`src/hw/irqfb_pkg.sv`:
```
// Shared constants and types of the interrupt request and enable bank
package irqfb_pkg;

  // ----------------------------------------------------------------
  // Register byte offsets (low address byte decoded)
  // ----------------------------------------------------------------
  localparam int          ADDR_DEC_W       = 8;
  localparam logic [7:0]  OFS_EDGE_SELECT  = 8'h00;
  localparam logic [7:0]  OFS_CTRL_A       = 8'h04;
  localparam logic [7:0]  OFS_CTRL_B       = 8'h08;
  localparam logic [7:0]  OFS_MULTIFUNC    = 8'h0c;
  localparam logic [7:0]  OFS_EVENT_STATUS = 8'h10;
  localparam logic [7:0]  OFS_EVENT_MASK   = 8'h14;

  // ----------------------------------------------------------------
  // Bus encodings
  // ----------------------------------------------------------------
  localparam logic [1:0]  HTRANS_NONSEQ    = 2'h2;
  localparam logic [1:0]  HTRANS_SEQ       = 2'h3;
  localparam logic        HRESP_OKAY       = 1'h0;

  // ----------------------------------------------------------------
  // Pin edge selector codes
  // ----------------------------------------------------------------
  typedef enum logic [1:0] {
    EDGE_OFF  = 2'h0,
    EDGE_RISE = 2'h1,
    EDGE_FALL = 2'h2,
    EDGE_BOTH = 2'h3
  } irqfb_edge_t;

  localparam logic [1:0]  EDGE_SELECT_RESET = 2'h0;

  // ----------------------------------------------------------------
  // Control register layouts, bit 6/7 down to bit 0
  // ----------------------------------------------------------------
  typedef struct packed {
    logic timerZeroIrqFlag;
    logic autoconvIrqFlag;
    logic pinIrqFlag;
    logic timerZeroIrqEnable;
    logic autoconvIrqEnable;
    logic pinIrqEnable;
    logic globalIrqGate;
  } irqfb_ctrl_a_t;

  typedef struct packed {
    logic lowVoltageIrqFlag;
    logic groupIrqFlag;
    logic serialIrqFlag;
    logic timerOneIrqFlag;
    logic lowVoltageIrqEnable;
    logic groupIrqEnable;
    logic serialIrqEnable;
    logic timerOneIrqEnable;
  } irqfb_ctrl_b_t;

  typedef struct packed {
    logic eepromIrqFlag;
    logic conversionDoneFlag;
    logic eepromIrqEnable;
    logic conversionDoneEnable;
  } irqfb_multifunc_t;

  localparam irqfb_ctrl_a_t    CTRL_A_RESET    = 7'h00;
  localparam irqfb_ctrl_b_t    CTRL_B_RESET    = 8'h00;
  localparam irqfb_multifunc_t MULTIFUNC_RESET = 4'h0;

  // Multi-function bit positions in the register word
  localparam int MF_EEPROM_FLAG_BIT = 6;
  localparam int MF_CONV_FLAG_BIT   = 4;
  localparam int MF_EEPROM_EN_BIT   = 2;
  localparam int MF_CONV_EN_BIT     = 0;

  // ----------------------------------------------------------------
  // Peripheral event pulses and vectors
  // ----------------------------------------------------------------
  typedef struct packed {
    logic eepromDone;
    logic conversionDone;
    logic lowVoltageEvent;
    logic serialEvent;
    logic timerOneOverflow;
    logic timerZeroOverflow;
    logic autoconvDone;
  } irqfb_events_t;

  typedef enum logic [2:0] {
    VEC_PIN      = 3'h0,
    VEC_AUTOCONV = 3'h1,
    VEC_TIMER0   = 3'h2,
    VEC_TIMER1   = 3'h3,
    VEC_SERIAL   = 3'h4,
    VEC_GROUP    = 3'h5,
    VEC_LOWV     = 3'h6
  } irqfb_vector_t;

  localparam logic [7:0] EVENT_STATUS_RESET = 8'h00;
  localparam logic [7:0] EVENT_MASK_RESET   = 8'h00;

endpackage

```
`src/hw/irqfb_pin_edge.sv`:
```
// Synchroniser and edge qualifier for the external interrupt pin
module irqfb_pin_edge (
  // Clock and reset
  input  wire  logic                  clk,
  input  wire  logic                  reset_n,
  // Pin and selector
  input  wire  logic                  pinLevel,
  input  wire  irqfb_pkg::irqfb_edge_t edgeSel,
  // Qualified edge pulse
  output logic                        edgeHit
);
  import irqfb_pkg::*;

  logic syncFirst_r;
  logic syncSecond_r;
  logic prevLevel_r;
  logic edgeHit_r;
  logic hit;

  // ----------------------------------------------------------------
  // Two-stage synchroniser, then one stage of history
  // ----------------------------------------------------------------
  always_ff @(posedge clk or negedge reset_n) begin
    if (!reset_n) begin
      syncFirst_r  <= 1'b0;
      syncSecond_r <= 1'b0;
      prevLevel_r  <= 1'b0;
    end else begin
      syncFirst_r  <= pinLevel;          // RULE15
      syncSecond_r <= syncFirst_r;       // RULE15
      prevLevel_r  <= syncSecond_r;
    end
  end

  always_comb begin
    unique case (edgeSel)
      EDGE_OFF:  hit = 1'b0;                            // RULE1
      EDGE_RISE: hit = syncSecond_r & ~prevLevel_r;     // RULE1
      EDGE_FALL: hit = ~syncSecond_r & prevLevel_r;     // RULE1
      EDGE_BOTH: hit = syncSecond_r ^ prevLevel_r;      // RULE1
    endcase
  end

  always_ff @(posedge clk or negedge reset_n) begin
    if (!reset_n) begin
      edgeHit_r <= 1'b0;
    end else begin
      edgeHit_r <= hit;                  // RULE9
    end
  end

  assign edgeHit = edgeHit_r;

endmodule

```
`src/hw/irqfb_bank.sv`:
```
// Interrupt request flags, enables and vector request logic with AHB-Lite access
//
// Contract
// RULE1: Edge selector code 00 disables the pin interrupt, 01 rising, 10 falling, 11 both edges.
// RULE2: Control register A holds, bit 6 to 0, timer 0 flag, autoconv flag, pin flag, their enables, global gate.
// RULE3: Control register B holds, bit 7 to 0, low-voltage, group, serial, timer 1 flags, then their enables.
// RULE4: Every source has its own enable (1 enables) and its own flag (1 while pending).
// RULE5: Unimplemented bits in these registers read as zero and ignore writes.
// RULE6: Serial events set the serial flag and the serial enable gates that request.
// RULE7: Low-voltage detection sets its flag and its enable gates the request.
// RULE8: A separate register holds the conversion and EEPROM flags and enables feeding the group request.
// RULE9: The pin request comes from transitions on the pin as qualified by the edge selector.
// RULE10: A set flag raises its vector only when its enable is 1; a clear global gate blocks all vectors.
// RULE11: Taking an interrupt clears the global gate automatically.
// RULE12: No request is acknowledged while the return stack is full; it stays pending.
// RULE13: Serving the pin interrupt clears the pin flag automatically.
// RULE14: The group flag is set when a grouped source flag gets set while its own enable is 1.
// RULE15: The pin is synchronised before edge detection so each edge sets the flag once.
//
// Implementation choices: the register offsets and the AHB-Lite register port.
module irqfb_bank (
  // Clock and reset
  input  wire  logic                     clk,
  input  wire  logic                     reset_n,
  // AHB-Lite slave
  input  wire  logic                     hsel,
  input  wire  logic [31:0]              haddr,
  input  wire  logic [1:0]               htrans,
  input  wire  logic                     hwrite,
  input  wire  logic [2:0]               hsize,
  input  wire  logic [31:0]              hwdata,
  input  wire  logic                     hready,
  output logic                           hreadyout,
  output logic                           hresp,
  output logic [31:0]                    hrdata,
  // External pin and peripheral events
  input  wire  logic                     extPinLevel,
  input  wire  irqfb_pkg::irqfb_events_t periphEvents,
  // Processor core
  input  wire  logic                     stackFull,
  input  wire  logic                     coreAck,
  output logic                           coreReqValid,
  output irqfb_pkg::irqfb_vector_t       coreVector,
  // Interrupt line
  output logic                           irqOut
);
  import irqfb_pkg::*;

  // ----------------------------------------------------------------
  // Declarations
  // ----------------------------------------------------------------
  logic                  busAccept;
  logic                  readAccept;
  logic                  statusRead;
  logic                  wrPend_r;
  logic [ADDR_DEC_W-1:0] wrAddr_r;
  logic [7:0]            wrByte;
  logic                  wrEdgeSel;
  logic                  wrCtrlA;
  logic                  wrCtrlB;
  logic                  wrMulti;
  logic                  wrMask;
  logic [31:0]           hrdata_r;
  logic [31:0]           readVal;

  irqfb_edge_t           edgeSel_r;
  irqfb_ctrl_a_t         ctrlA_r;
  irqfb_ctrl_a_t         ctrlA_nxt;
  irqfb_ctrl_b_t         ctrlB_r;
  irqfb_ctrl_b_t         ctrlB_nxt;
  irqfb_multifunc_t      multi_r;
  irqfb_multifunc_t      multi_nxt;
  logic [7:0]            status_r;
  logic [7:0]            mask_r;
  logic [7:0]            eventSet;

  logic                  pinHit;
  logic                  groupSet;
  logic                  vecValid_r;
  irqfb_vector_t         vector_r;
  logic                  pickValid;
  irqfb_vector_t         pickVec;
  logic                  takeAck;

  // ----------------------------------------------------------------
  // Helpers
  // ----------------------------------------------------------------
  function automatic logic [7:0] packMulti(irqfb_multifunc_t m);
    logic [7:0] w;
    w                     = 8'h00;
    w[MF_EEPROM_FLAG_BIT] = m.eepromIrqFlag;
    w[MF_CONV_FLAG_BIT]   = m.conversionDoneFlag;
    w[MF_EEPROM_EN_BIT]   = m.eepromIrqEnable;
    w[MF_CONV_EN_BIT]     = m.conversionDoneEnable;
    return w;
  endfunction

  function automatic logic isAddr(logic [ADDR_DEC_W-1:0] a, logic [7:0] ofs);
    return a == ofs;
  endfunction

  // ----------------------------------------------------------------
  // Bus slave
  // ----------------------------------------------------------------
  // Zero wait states: registers are all flops, so no stall is needed
  assign hreadyout  = 1'b1;
  assign hresp      = HRESP_OKAY;
  assign busAccept  = hsel & hready & (htrans == HTRANS_NONSEQ || htrans == HTRANS_SEQ);
  assign readAccept = busAccept & ~hwrite;
  assign statusRead = readAccept & isAddr(haddr[ADDR_DEC_W-1:0], OFS_EVENT_STATUS);

  always_ff @(posedge clk or negedge reset_n) begin
    if (!reset_n) begin
      wrPend_r <= 1'b0;
      wrAddr_r <= 8'h00;
    end else begin
      wrPend_r <= busAccept & hwrite;
      if (busAccept) begin
        wrAddr_r <= haddr[ADDR_DEC_W-1:0];
      end
    end
  end

  // Only whole-word writes are issued; the low byte carries the register
  assign wrByte    = hwdata[7:0];
  assign wrEdgeSel = wrPend_r & isAddr(wrAddr_r, OFS_EDGE_SELECT);
  assign wrCtrlA   = wrPend_r & isAddr(wrAddr_r, OFS_CTRL_A);
  assign wrCtrlB   = wrPend_r & isAddr(wrAddr_r, OFS_CTRL_B);
  assign wrMulti   = wrPend_r & isAddr(wrAddr_r, OFS_MULTIFUNC);
  assign wrMask    = wrPend_r & isAddr(wrAddr_r, OFS_EVENT_MASK);

  always_comb begin
    readVal = 32'h0000_0000;
    unique case (haddr[ADDR_DEC_W-1:0])
      OFS_EDGE_SELECT:  readVal = {30'h0000_0000, edgeSel_r};   // RULE5
      OFS_CTRL_A:       readVal = {25'h000_0000, ctrlA_r};      // RULE5
      OFS_CTRL_B:       readVal = {24'h00_0000, ctrlB_r};
      OFS_MULTIFUNC:    readVal = {24'h00_0000, packMulti(multi_r)}; // RULE5
      OFS_EVENT_STATUS: readVal = {24'h00_0000, status_r};
      OFS_EVENT_MASK:   readVal = {24'h00_0000, mask_r};
      default:          readVal = 32'h0000_0000;
    endcase
  end

  // Read data sampled at the address phase, shown through the data phase
  always_ff @(posedge clk or negedge reset_n) begin
    if (!reset_n) begin
      hrdata_r <= 32'h0000_0000;
    end else if (readAccept) begin
      hrdata_r <= readVal;
    end
  end

  assign hrdata = hrdata_r;

  // ----------------------------------------------------------------
  // Pin edge selector and edge detection
  // ----------------------------------------------------------------
  always_ff @(posedge clk or negedge reset_n) begin
    if (!reset_n) begin
      edgeSel_r <= EDGE_OFF;
    end else if (wrEdgeSel) begin
      edgeSel_r <= irqfb_edge_t'(wrByte[1:0]);   // RULE5
    end
  end

  irqfb_pin_edge u_pin_edge (
    .clk      (clk),
    .reset_n  (reset_n),
    .pinLevel (extPinLevel),
    .edgeSel  (edgeSel_r),
    .edgeHit  (pinHit)
  );

  // ----------------------------------------------------------------
  // Control register A
  // ----------------------------------------------------------------
  // Order: software write, then acknowledge clear, then hardware set
  always_comb begin
    ctrlA_nxt = ctrlA_r;
    if (wrCtrlA) begin
      ctrlA_nxt = irqfb_ctrl_a_t'(wrByte[6:0]);   // RULE2 RULE4
    end
    if (takeAck) begin
      ctrlA_nxt.globalIrqGate = 1'b0;             // RULE11
      unique case (vector_r)
        VEC_PIN:      ctrlA_nxt.pinIrqFlag       = 1'b0;   // RULE13
        VEC_AUTOCONV: ctrlA_nxt.autoconvIrqFlag  = 1'b0;
        VEC_TIMER0:   ctrlA_nxt.timerZeroIrqFlag = 1'b0;
        default:      ctrlA_nxt.globalIrqGate    = 1'b0;
      endcase
    end
    if (pinHit) begin
      ctrlA_nxt.pinIrqFlag = 1'b1;                // RULE9
    end
    if (periphEvents.autoconvDone) begin
      ctrlA_nxt.autoconvIrqFlag = 1'b1;
    end
    if (periphEvents.timerZeroOverflow) begin
      ctrlA_nxt.timerZeroIrqFlag = 1'b1;
    end
  end

  always_ff @(posedge clk or negedge reset_n) begin
    if (!reset_n) begin
      ctrlA_r <= CTRL_A_RESET;
    end else begin
      ctrlA_r <= ctrlA_nxt;
    end
  end

  // ----------------------------------------------------------------
  // Multi-function register
  // ----------------------------------------------------------------
  always_comb begin
    multi_nxt = multi_r;
    if (wrMulti) begin
      multi_nxt.eepromIrqFlag        = wrByte[MF_EEPROM_FLAG_BIT];   // RULE8
      multi_nxt.conversionDoneFlag   = wrByte[MF_CONV_FLAG_BIT];
      multi_nxt.eepromIrqEnable      = wrByte[MF_EEPROM_EN_BIT];
      multi_nxt.conversionDoneEnable = wrByte[MF_CONV_EN_BIT];
    end
    if (periphEvents.eepromDone) begin
      multi_nxt.eepromIrqFlag = 1'b1;
    end
    if (periphEvents.conversionDone) begin
      multi_nxt.conversionDoneFlag = 1'b1;
    end
  end

  always_ff @(posedge clk or negedge reset_n) begin
    if (!reset_n) begin
      multi_r <= MULTIFUNC_RESET;
    end else begin
      multi_r <= multi_nxt;
    end
  end

  // Grouped source events feed the shared group request only through their enables
  assign groupSet = (periphEvents.conversionDone & multi_r.conversionDoneEnable)
                  | (periphEvents.eepromDone & multi_r.eepromIrqEnable);   // RULE14 RULE8

  // ----------------------------------------------------------------
  // Control register B
  // ----------------------------------------------------------------
  always_comb begin
    ctrlB_nxt = ctrlB_r;
    if (wrCtrlB) begin
      ctrlB_nxt = irqfb_ctrl_b_t'(wrByte);        // RULE3 RULE4
    end
    if (takeAck) begin
      unique case (vector_r)
        VEC_TIMER1: ctrlB_nxt.timerOneIrqFlag   = 1'b0;
        VEC_SERIAL: ctrlB_nxt.serialIrqFlag     = 1'b0;
        VEC_GROUP:  ctrlB_nxt.groupIrqFlag      = 1'b0;
        VEC_LOWV:   ctrlB_nxt.lowVoltageIrqFlag = 1'b0;
        default:    ctrlB_nxt.timerOneIrqFlag   = ctrlB_nxt.timerOneIrqFlag;
      endcase
    end
    if (periphEvents.timerOneOverflow) begin
      ctrlB_nxt.timerOneIrqFlag = 1'b1;
    end
    if (periphEvents.serialEvent) begin
      ctrlB_nxt.serialIrqFlag = 1'b1;             // RULE6
    end
    if (periphEvents.lowVoltageEvent) begin
      ctrlB_nxt.lowVoltageIrqFlag = 1'b1;         // RULE7
    end
    if (groupSet) begin
      ctrlB_nxt.groupIrqFlag = 1'b1;              // RULE14
    end
  end

  always_ff @(posedge clk or negedge reset_n) begin
    if (!reset_n) begin
      ctrlB_r <= CTRL_B_RESET;
    end else begin
      ctrlB_r <= ctrlB_nxt;
    end
  end

  // ----------------------------------------------------------------
  // Vector arbitration
  // ----------------------------------------------------------------
  // Fixed priority, pin highest, low-voltage lowest
  always_comb begin
    pickValid = 1'b1;
    if (ctrlA_r.pinIrqFlag & ctrlA_r.pinIrqEnable) begin                  // RULE10
      pickVec = VEC_PIN;
    end else if (ctrlA_r.autoconvIrqFlag & ctrlA_r.autoconvIrqEnable) begin
      pickVec = VEC_AUTOCONV;
    end else if (ctrlA_r.timerZeroIrqFlag & ctrlA_r.timerZeroIrqEnable) begin
      pickVec = VEC_TIMER0;
    end else if (ctrlB_r.timerOneIrqFlag & ctrlB_r.timerOneIrqEnable) begin
      pickVec = VEC_TIMER1;
    end else if (ctrlB_r.serialIrqFlag & ctrlB_r.serialIrqEnable) begin   // RULE6
      pickVec = VEC_SERIAL;
    end else if (ctrlB_r.groupIrqFlag & ctrlB_r.groupIrqEnable) begin
      pickVec = VEC_GROUP;
    end else if (ctrlB_r.lowVoltageIrqFlag & ctrlB_r.lowVoltageIrqEnable) begin // RULE7
      pickVec = VEC_LOWV;
    end else begin
      pickValid = 1'b0;
      pickVec   = VEC_PIN;
    end
  end

  // A flag cleared this cycle still shows one cycle; the gate already hides it
  always_ff @(posedge clk or negedge reset_n) begin
    if (!reset_n) begin
      vecValid_r <= 1'b0;
      vector_r   <= VEC_PIN;
    end else begin
      vecValid_r <= pickValid & ~takeAck;
      vector_r   <= pickVec;
    end
  end

  assign coreReqValid = vecValid_r & ctrlA_r.globalIrqGate & ~stackFull;   // RULE10 RULE12
  assign coreVector   = vector_r;
  assign takeAck      = coreAck & coreReqValid;                           // RULE12

  // ----------------------------------------------------------------
  // Event status, mask and interrupt line
  // ----------------------------------------------------------------
  assign eventSet = {groupSet,
                     periphEvents.lowVoltageEvent,
                     periphEvents.serialEvent,
                     periphEvents.timerOneOverflow,
                     periphEvents.timerZeroOverflow,
                     periphEvents.autoconvDone,
                     pinHit,
                     1'b0};

  // Set wins over the read clear, so no event is lost
  always_ff @(posedge clk or negedge reset_n) begin
    if (!reset_n) begin
      status_r <= EVENT_STATUS_RESET;
    end else begin
      status_r <= (status_r & ~{8{statusRead}}) | eventSet;
    end
  end

  always_ff @(posedge clk or negedge reset_n) begin
    if (!reset_n) begin
      mask_r <= EVENT_MASK_RESET;
    end else if (wrMask) begin
      mask_r <= wrByte;
    end
  end

  assign irqOut = |(status_r & mask_r);

endmodule

```
`config.mk`:
```
export PLATFORM = sky130hd
export DESIGN_NAME = irqfb_bank
export DESIGN_NICKNAME = d
export VERILOG_FILES = /design/src/hw/irqfb_pkg.sv /design/src/hw/irqfb_pin_edge.sv /design/src/hw/irqfb_bank.sv
export SDC_FILE = /design/constraint.sdc
export NUM_CORES = 1
export LEC_CHECK = 0
export ABC_CLOCK_PERIOD_IN_PS = 2800
export BUFFER_PORTS_ARGS = -buffer_cell sky130_fd_sc_hd__buf_2
export CORE_UTILIZATION = 39
export DETAILED_ROUTE_END_ITERATION = 12
export GPL_ROUTABILITY_DRIVEN = 0
export PLACE_DENSITY = 0.74
export SYNTH_ARGS = -nofsm -noshare
export SYNTH_HDL_FRONTEND = slang
export SYNTH_SLANG_ARGS = --single-unit
export TNS_END_PERCENT = 20
```
`constraint.sdc`:
```
create_clock -name clk -period 2.8 [get_ports clk]
set_clock_uncertainty 0.1 [all_clocks]
set_input_delay 0.56 -clock clk [delete_from_list [all_inputs] [get_ports clk]]
set_output_delay 0.56 -clock clk [all_outputs]
set_load 0.05 [all_outputs]
```
==> results of run 1 <==
[worst max-delay path by stage]
| stage | from | to |
|---|---|---|
| after CTS | wrAddr_r[1] | mask_r[4] |
| after floorplan | haddr[0] | status_r[1] |
| final | wrAddr_r[1] | mask_r[4] |
| after global placement | haddr[0] | status_r[6] |
| after global routing | wrAddr_r[1] | mask_r[5] |
| after detailed placement | haddr[0] | status_r[6] |
[area by class of cell]
type / count / area share
Clock buffer: 11 / 0.0408
Clock inverter: 5 / 0.00721
Inverter: 6 / 0.00649
Multi-Input combinational cell: 185 / 0.385
Sequential cell: 62 / 0.447
Tap cell: 99 / 0.0357
Timing Repair Buffer: 49 / 0.0779
[cells in the final DEF (no fill, tap or decap), types with 2 or more instances in the layout]
cell	count
mux2_2	32
buf_2	44
dfrtp_1	62
nand2b_1	4
a21o_1	6
nand4b_1	2
ha_1	2
mux2i_1	9
o221ai_1	2
or4_4	2
a32oi_1	4
conb_1	26
o21ai_0	6
clkinv_2	5
inv_1	6
a22oi_1	14
a211o_1	2
a21boi_0	2
nand3_1	5
clkbuf_8	10
nor3_1	11
nor2b_1	4
buf_4	4
nor2_1	12
o21bai_1	2
nand2_1	16
nand4_1	2
a211oi_1	4
mux4_2	2
[state kept, by name (all words and copies together), names as in the netlist, 2 cells and up]
signal,flops
ctrlA_r,7
status_r,8
mask_r,8
ctrlB_r,8
wrAddr_r,8
coreVector,3
edgeSel_r,2
hrdata,8
multi_r,4
[layer usage]
layer,GRT usage,share of wire
met4,0.0766,0.019
met5,0,0
met3,0.0295,0.063
met2,0.256,0.44
met1,0.254,0.48
[Yosys cell counts, types with 4 or more instances]
library cell,n
nor2b_1,4
nand2_1,16
nand2b_1,4
mux2i_1,9
a21o_1,6
nor3_1,11
a32oi_1,4
o21ai_0,6
inv_1,6
buf_4,26
dfrtp_1,62
clkbuf_1,4
mux2_2,32
a22oi_1,14
nand3_1,5
nor2_1,12
a211oi_1,4
[power breakdown]
part           leakage, nW  internal [mW]  switching [mW]
clock               0.0926          0.337           0.331
sequential           0.718          0.963          0.0628
combinational        0.769          0.110           0.211
total                 1.58           1.41           0.605
[cells by family (layout without fill, tap and decap cells)]
| group | Yosys count | after routing | share of synthesized area |
|---|---|---|---|
| AO/OA/AOI/OAI | 49 | 49 | 0.119 |
| adder cells (fa/ha/maj) | 2 | 2 | 0.00821 |
| buffers and inverters | 39 | 71 | 0.0825 |
| flip-flops | 62 | 62 | 0.509 |
| multiplexers | 43 | 43 | 0.163 |
| other | 2 | 26 | 0.00246 |
| AND/OR/NAND/NOR | 65 | 65 | 0.116 |
[per-stage QoR]
| step | cell area [sq um] | setup WS (ns) | utilization | cells | hold slack [ns] |
|---|---|---|---|---|---|
| 6_report | 3470 | 0.645 | 0.468 | 417 | 0.185 |
| 5_1_grt | 3470 | 0.503 | 0.468 | 417 | 0.230 |
| 4_1_cts | 3470 | 0.656 | 0.468 | 417 | 0.201 |
| 3_5_place_dp | 3300 | 0.554 | 0.446 | 401 | 0.235 |
| 3_3_place_gp | 3300 | 0.560 | 0.446 | 401 | 0.235 |
| 2_1_floorplan | 3140 | 0.702 | - | 286 | 0.164 |
==> qor.yml, run 1 <==
status:
  status: "finished clean"
global_routing:
  antenna_found_initial: 0
  grt_pass1_vias: 2154
  gr-total-overflow: 0
  grt_max_degree: 33
  grt_pass1_wl_mm: 11.0
  track_usage: 0.175
critical_path:
  cp_cell_sequence: "nor4b_2 > nand4_1 > mux2_2"
  cp.depth: 3
  reg2reg_depth: 3
  worstSetupPathType: "register to register"
  critPathArrivalTime_ns: 2.27
  cp_slowest_cell: "nand4_1"
  slowest_delay_ns: 0.60
  setup.worst_path.end_class: "register"
  path_max_fanout: 8
  critPathTopFamily: "simple AND/OR/NAND/NOR gates"
  timing.reg2reg.setup_slack_ns: 0.65
  path_buf_inv: 0
  cp_data_required_time_ns: 2.91
  r2r_start: "wrAddr_r[1]"
  reg2reg_to: "mask_r[4]"
  start_kind: "register"
cells_and_area:
  syn_to_final_growth_pct: 13.8
  drive_above_1_share: 0.324
  multiInputGateArea_sq_um: 1340
  seqCellArea_sq_um: 1550
  fin_nets: 399
  diodes: 0
  nFillCells: 693
min_path:
  hold_class: "primary input to async pin"
flow_run:
  cap_violations: 0
pwr:
  power_mw: 2.02
  leakagePower_nw: 1.58
  vdd_ir_drop_max_mv: 0.219
  power_density_nw_per_um2: 581
clocking:
  cts_buffers: 9
  clock_latency_ns: 0.33
  path_clk_slew_ns: 0.07
  root_buffer: "clkbuf_8"
  cts_buffer_depth: 2
  cts_max_level: 3
  clock-sinks: 62
  cts_hold_buf: 0
  cts_resized: 0
  cts_tree: "done"
  cts_setup_buffers: 0
timing:
  hold_violations: 0
  post-route-period-util: 0.770
  tns_ns: 0
  relSlewSlack: 0.506
  setup_viol: 0
  rsz0062_at_grt: "no"
  slew_viol_final: 0
  finalCriticalPeriod_ns: 2.15
  worst_slew_pin_slew_ns: 0.742
  fmax_mhz: 464
detailed_routing:
  drt_wl_total_mm: 6.73
  dr_total_vias: 2203
  drc_errors: 0
  ant_nets: 0
  first_pass_iters: 4
  routedWlPerCell_um: 16.1
  drt-initial-drc-count: 119
  vias_per_cell: 5.28
die:
  start_util: 0.411
  die_w_um: 90.4
  rows: 31
  core_area_sq_um: 7410
  ios: 123
  die_y_um: 90.4
  dieArea_sq_um: 8170
synthesis:
  synthTopCellsByArea: "dfrtp_1 51%, mux2_2 12%, buf_4 6.4%"
  yosysWarningCount: 0
  synth_edf_count: 0
  synthFlopType: "dfrtp_1"
  synthDistinctLibCells: 43
  ys_ff_latch: 62
  synth_top_cell_by_area: "dfrtp_1"
  ys_seq_area_frac: 0.509
  postSynthAreaPerCell_sq_um: 11.6
  synth-async-reset-ratio: 1.00
  synthCells: 262
  syn_area_sq_um: 3050
  synth_top_area_share: 0.509
placement:
  dp_hpwl_mm: 5.03
  portBuffers: 44
(Power assumes the default switching activity.)
==> inputs of run 2 (changes only) <==
--- a/config.mk
+++ b/config.mk
@@ -5,12 +5,13 @@
 export SDC_FILE = /design/constraint.sdc
 export NUM_CORES = 1
 export LEC_CHECK = 0
-export ABC_CLOCK_PERIOD_IN_PS = 2800
+export ABC_AREA = 1
+export ABC_CLOCK_PERIOD_IN_PS = 1700
 export BUFFER_PORTS_ARGS = -buffer_cell sky130_fd_sc_hd__buf_2
 export CORE_UTILIZATION = 39
 export DETAILED_ROUTE_END_ITERATION = 12
 export GPL_ROUTABILITY_DRIVEN = 0
-export PLACE_DENSITY = 0.74
+export PLACE_DENSITY = 0.75
 export SYNTH_ARGS = -nofsm -noshare
 export SYNTH_HDL_FRONTEND = slang
 export SYNTH_SLANG_ARGS = --single-unit
==> constraint.sdc (replaced) <==
create_clock -name clk -period 1.7 [get_ports clk]
set_clock_uncertainty 0.1 [all_clocks]
set_input_delay 0.34 -clock clk [delete_from_list [all_inputs] [get_ports clk]]
set_output_delay 0.34 -clock clk [all_outputs]
set_load 0.05 [all_outputs]
==> qor.yml, run 2 <==
timing:
  post-route-period-util: 1.05
  finalCriticalPeriod_ns: 1.78
  setup_viol: 1  # +1
  hold_slack_ns: 0.105  # -0.0801 ns
  setup_ws_ns: -0.0819  # -0.727 ns
  slew_viol_final: 0  # unchanged
  fmax_mhz: 561
  rsz0062_at_grt: "yes"
  hold_violations: 0  # unchanged
cells_and_area:
  layout_common_cells: "106 x nand2_1, 62 x dfrtp_1, 51 x inv_1, 43 x buf_2, 38 x nand3_1"
  fin_nets: 554  # +39%
  final_common_cell: "nand2_1"
  drive_above_1_share: 0.235  # -0.0887
  syn_to_final_growth_pct: 16.2
  design_area_sq_um: 3880  # +12%
  diodes: 0  # unchanged
  postLayoutCoreUtil: 0.470  # +0.00136
synthesis:
  synth_top_family_by_area: "simple AND/OR/NAND/NOR gates"
  synth_top_cell_by_area: "dfrtp_1"
  synthFlopType: "dfrtp_1"
  yosysWarningCount: 0  # unchanged
  yosysMostFrequentCell: "nand2_1"
  syn_area_sq_um: 3340  # +9.5%
  synth_mux_area_frac: 0  # -0.163
  synth_compound_area_frac: 0.128  # +0.00876
  synth-async-reset-ratio: 1.00  # unchanged
  yosys.area_share.adder: 0.00750  # -0.000714
  synthDistinctLibCells: 32  # -26%
  synth_top_area_share: 0.465  # -0.0443
  postSynthAreaPerCell_sq_um: 8.24  # -29%
  ys_seq_area_frac: 0.465  # -0.0443
  synth_edf_count: 0  # unchanged
  synthSimpleGateAreaFrac: 0.258  # +0.142
  ys_ff_latch: 62  # unchanged
  synthXorXnorAreaFrac: 0  # unchanged
  synthTopCellsByArea: "dfrtp_1 46%, nand2_1 12%, buf_4 6.1%"
  synth_common_cells: "106 x nand2_1, 62 x dfrtp_1, 51 x inv_1"
  synthCells: 405  # +55%
global_routing:
  track_usage: 0.194  # +0.0197
  grt_pass1_wl_mm: 13.1  # +19%
  gr-total-overflow: 0  # unchanged
  grt_pass1_vias: 2727  # +27%
  antenna_found_initial: 0  # unchanged
  grt_max_degree: 26  # -21%
placement:
  placed_area_sq_um: 3620  # +9.6%
  dp_hpwl_mm: 5.83  # +16%
  portBuffers: 44  # unchanged
critical_path:
  reg2reg_to: "ctrlB_r[7]"
  setup.worst_path.end_class: "primary output"
  critPathArrivalTime_ns: 1.34  # -0.93 ns
  start_kind: "register"
  path_max_fanout: 3  # -5
  timing.reg2reg.setup_slack_ns: 0.18  # -0.47 ns
  worstSetupPathType: "register to primary output"
  cp_data_required_time_ns: 1.26  # -1.65 ns
  r2r_start: "wrAddr_r[5]"
  reg2reg_depth: 8  # +5
die:
  die_w_um: 94.5  # +4.5%
  die_y_um: 94.5  # +4.5%
  start_util: 0.404  # -0.00717
  core_area_sq_um: 8260  # +11%
  dieArea_sq_um: 8930  # +9.3%
  ios: 123  # unchanged
  rows: 33  # +6.5%
clocking:
  clock_latency_ns: 0.34  # about the same
  cts_tree: "done"
  clock-sinks: 62  # unchanged
  cts_buffers: 9  # unchanged
  cts_buffer_depth: 2  # unchanged
  cts_max_level: 3  # unchanged
  path_clk_slew_ns: 0.06  # about the same
  root_buffer: "clkbuf_8"
detailed_routing:
  drt_wl_total_mm: 7.80  # +16%
  drc_errors: 0  # unchanged
  first_pass_iters: 5  # +1
  dr_total_vias: 2826  # +28%
  drt-initial-drc-count: 304  # +160%
  vias_per_cell: 4.90  # -7.3%
  routedWlPerCell_um: 13.5  # -16%
  ant_nets: 0  # unchanged
min_path:
  hold_class: "primary input to register"
  worstHoldStart: "periphEvents[4]"
  hold_path_end: "status_r[6]"
  hold_path_depth: 3
pwr:
  power_mw: 3.43  # +70%
  power_density_nw_per_um2: 885  # +52%
  leakagePower_nw: 2.10  # +33%
  vdd_ir_drop_max_mv: 0.603  # +170%
status:
  violations: "negative setup slack"
  status: "complete, but fails checks"
flow_run:
  cap_violations: 0  # unchanged
-- run 2: cell types whose count changed after synthesis, sizes merged, moves of 7 or more --
cell,before,now
nor2,12,25
nor3,12,5
nand2,16,112
inv,6,53
mux2i,9,0
mux2,32,0
a22oi,14,0
o21ai,6,49
nand3,5,40
-- run 2: kinds of logic after synthesis --
| group | after synthesis |
|---|---|
| buffers and inverters | 87 |
| AO/OA/AOI/OAI | 67 |
| other | 2 |
| flip-flops | 62 |
| AND/OR/NAND/NOR | 185 |
| adder cells (fa/ha/maj) | 2 |
-- run 2: worst max-delay path by stage --
| stage | start | end | slack (ns) |
|---|---|---|---|
| final | status_r[2] | irqOut | -0.08 |
| after global routing | mask_r[1] | irqOut | -0.14 |
| after CTS | mask_r[5] | irqOut | -0.07 |
| after detailed placement | haddr[0] | status_r[7] | 0.07 |
| after global placement | mask_r[5] | irqOut | 0.15 |
| after floorplan | ctrlA_r[0] | ctrlB_r[5] | 0.03 |
-- run 2: final cells by class --
class / instances / area [sq um]
clock buffer: 14 / 163
clock inverter: 1 / 5.00
fill: 797 / 4380
inverter: 53 / 199
multi-input combinational: 280 / 1430
sequential: 62 / 1550
tap: 105 / 131
timing repair buffer: 62 / 404
-- run 2: timing repair --
action                                 in CTS  in global routing
pin swaps                                   1                  1
resized for setup                           4                  0
endpoints found under the hold margin      14                  0
hold buffers                                2                  0
buffers inserted                            6                  1
setup endpoints to repair                   1                  1
-- run 2: per-layer routing --
metal  vias to the layer above  routed length [um]  global-route usage
met5                         -                   0                   0
met4                         0                 140              0.0795
met3                        16                 598              0.0427
met2                       124                3700               0.314
met1                      1314                3360               0.253
li1                       1372                   -                   -
-- run 2: critical path, stage by stage (launching register included) --
cell and delay [ns]:
dfrtp_1 0.42, a221oi_2 0.30, nand2_1 0.12, buf_6 0.17
-- run 2: metrics by stage --
| stage | TNS (ns) | cells | worst slack [ns] |
|---|---|---|---|
| finish | -0.0819 | 577 | -0.0819 |
| global route | -0.137 | 577 | -0.137 |
| CTS | -0.0692 | 576 | -0.0692 |
| detailed placement | 0 | 553 | 0.0750 |
| global placement | 0 | 553 | 0.149 |
| floorplan | 0 | 429 | 0.0263 |
-- run 2: report_power, final --
group	leakage, nW	switching, mW	internal, mW
registers	0.657	0.0963	1.59
logic	1.35	0.417	0.180
clock network	0.0865	0.544	0.601
total	2.10	1.06	2.37
==> inputs of run 3 (changes only) <==
--- a/config.mk
+++ b/config.mk
@@ -8,10 +8,12 @@
 export ABC_AREA = 1
 export ABC_CLOCK_PERIOD_IN_PS = 1700
 export BUFFER_PORTS_ARGS = -buffer_cell sky130_fd_sc_hd__buf_2
-export CORE_UTILIZATION = 39
+export CORE_UTILIZATION = 45
 export DETAILED_ROUTE_END_ITERATION = 12
 export GPL_ROUTABILITY_DRIVEN = 0
-export PLACE_DENSITY = 0.75
+export PLACE_DENSITY = 0.84
+export RECOVER_POWER = 100
+export SETUP_SLACK_MARGIN = 0.1
 export SYNTH_ARGS = -nofsm -noshare
 export SYNTH_HDL_FRONTEND = slang
 export SYNTH_SLANG_ARGS = --single-unit
==> qor.yml, run 3 (synthesis results as in run 2) <==
global_routing:
  grt_max_degree: 29  # +12%
  grt_pass1_vias: 2727  # unchanged
  antenna_found_initial: 0  # unchanged
  track_usage: 0.223  # +0.0281
  gr-total-overflow: 0  # unchanged
  grt_pass1_wl_mm: 12.8  # -1.8%
min_path:
  worstHoldStart: "periphEvents[3]"
  hold_class: "primary input to register"
die:
  rows: 31  # -6.1%
  core_area_sq_um: 7210  # -13%
  die_w_um: 88.1  # -6.8%
  die_y_um: 88.1  # -6.8%
  start_util: 0.463  # +0.0585
  ios: 123  # unchanged
  dieArea_sq_um: 7770  # -13%
timing:
  slew_viol_final: 0  # unchanged
  relSlewSlack: 0.605
  rsz0062_at_grt: "yes"
  worst_slew_pin_slew_ns: 0.592
  fmax_mhz: 551  # -1.8%
  setup_viol: 1  # unchanged
  finalCriticalPeriod_ns: 1.81  # +0.0323 ns
  post-route-period-util: 1.07  # +0.0190
  hold_slack_ns: 0.112  # +0.00661 ns
  hold_violations: 0  # unchanged
  setup_ws_ns: -0.114  # -0.0323 ns
critical_path:
  cp_slowest_cell: "dfrtp_1"
  cp_data_required_time_ns: 1.26  # about the same
  setup.worst_path.end_class: "primary output"
  r2r_start: "wrAddr_r[5]"
  slowest_delay_ns: 0.39  # -0.03 ns
  critPathArrivalTime_ns: 1.37  # +0.03 ns
  path_max_fanout: 2  # -1
  worstSetupPathType: "register to primary output"
  crit_top_cell: "nand2_1"
  cp_cell_sequence: "nand2_1 > nand2_1 > a221oi_2 > nand2_1 > buf_6"
  start_kind: "register"
  crit_start: "status_r[1]"
  path_buf_inv: 1  # unchanged
  critPathTopFamily: "flip-flops"
placement:
  dp_hpwl_mm: 5.70  # -2.2%
  dp_cells: 546  # -1.3%
  placed_area_sq_um: 3610  # -0.28%
  portBuffers: 44  # unchanged
cells_and_area:
  drive_above_1_share: 0.216  # -0.0195
  layout_common_cells: "107 x nand2_1, 62 x dfrtp_1, 51 x inv_1, 40 x nand3_1, 39 x o21ai_0"
  diodes: 0  # unchanged
  fin_nets: 554  # unchanged
  final_common_cell: "nand2_1"
  design_area_sq_um: 3830  # -1.3%
  syn_to_final_growth_pct: 14.7
  final_cells: 572  # -0.87%
clocking:
  cts_buffer_depth: 2  # unchanged
  clock_latency_ns: 0.34  # about the same
  root_buffer: "clkbuf_8"
  clock-sinks: 62  # unchanged
  cts_max_level: 3  # unchanged
  cts_tree: "done"
  cts_buffers: 9  # unchanged
  path_clk_slew_ns: 0.07  # about the same
detailed_routing:
  ant_nets: 0  # unchanged
  vias_per_cell: 5.15  # +5.2%
  drt-initial-drc-count: 411  # +35%
  drc_errors: 0  # unchanged
  routedWlPerCell_um: 14.1  # +4.4%
  first_pass_iters: 6  # +1
  dr_total_vias: 2948  # +4.3%
  drt_wl_total_mm: 8.07  # +3.5%
pwr:
  leakagePower_nw: 2.07  # -1.3%
  vdd_ir_drop_max_mv: 0.481  # -20%
  power_density_nw_per_um2: 957  # +8.2%
status:
  status: "complete, but fails checks"
  violations: "negative setup slack"
flow_run:
  cap_violations: 0  # unchanged
==> run 3: area by class of cell <==
| type | count | area (sq um) |
|---|---|---|
| fillers | 702 | 3390 |
| clock inverters | 3 | 40.0 |
| inverters | 53 | 199 |
| flip-flops and latches | 62 | 1550 |
| clock buffers | 13 | 179 |
| well taps | 99 | 124 |
| repair buffers | 62 | 373 |
| multi-input cells | 280 | 1360 |
==> run 3: final timing paths <==
path	slack [ns]	cells past startpoint	to
worst max-delay path	-0.11	5	irqOut
worst min-delay path	0.11	3	ctrlB_r[5]
worst max register to register	0.03	6	ctrlA_r[6]
worst min register to register	0.25	0	u_pin_edge.syncSecond_r
max in group asynchronous	0.24	3	ctrlA_r[6]
min in group asynchronous	0.42	2	ctrlA_r[5]
==> run 3: timing repair <==
| item | 4_1_cts | 5_1_grt |
|---|---|---|
| endpoints found under the hold margin | 18 | 0 |
| endpoints found under the setup margin | 1 | 16 |
| setup buffers | 4 | 4 |
| hold buffers | 2 | 0 |
| pin swaps | 1 | 0 |
| resized for setup | 4 | 7 |
==> run 3: where the power goes <==
group	switching [mW]	internal [mW]	leakage, nW
Sequential	0.0985	1.59	0.657
Clock	0.570	0.833	0.115
Combinational	0.411	0.157	1.30
==> run 3: worst reg2reg max path: stages, from the launching register on <==
cell and delay [ns]:
dfrtp_1 0.40, nor2_2 0.15, nand3_1 0.15, nor2_1 0.22, nand2_2 0.23, o211ai_2 0.22
nand2_1 0.07
==> run 3: metrics by stage <==
stage,worst slack [ns],TNS [ns],utilization,total power [mW]
2_1_floorplan,0.216,0,-,2.14
3_3_place_gp,0.142,0,0.500,2.25
3_5_place_dp,0.118,0,0.500,2.28
4_1_cts,-0.0877,-0.0877,0.540,3.70
5_1_grt,-0.176,-0.738,0.531,3.83
6_report,-0.114,-0.114,0.531,3.66
==> run 3: per-layer routing <==
| metal | GRT usage | vias to the layer above | wire length (um) |
|---|---|---|---|
| met2 | 0.357 | 171 | 3850 |
| met3 | 0.0471 | 27 | 629 |
| met5 | 0 | - | 0 |
| met1 | 0.288 | 1380 | 3320 |
| li1 | - | 1370 | - |
| met4 | 0.109 | 0 | 263 |
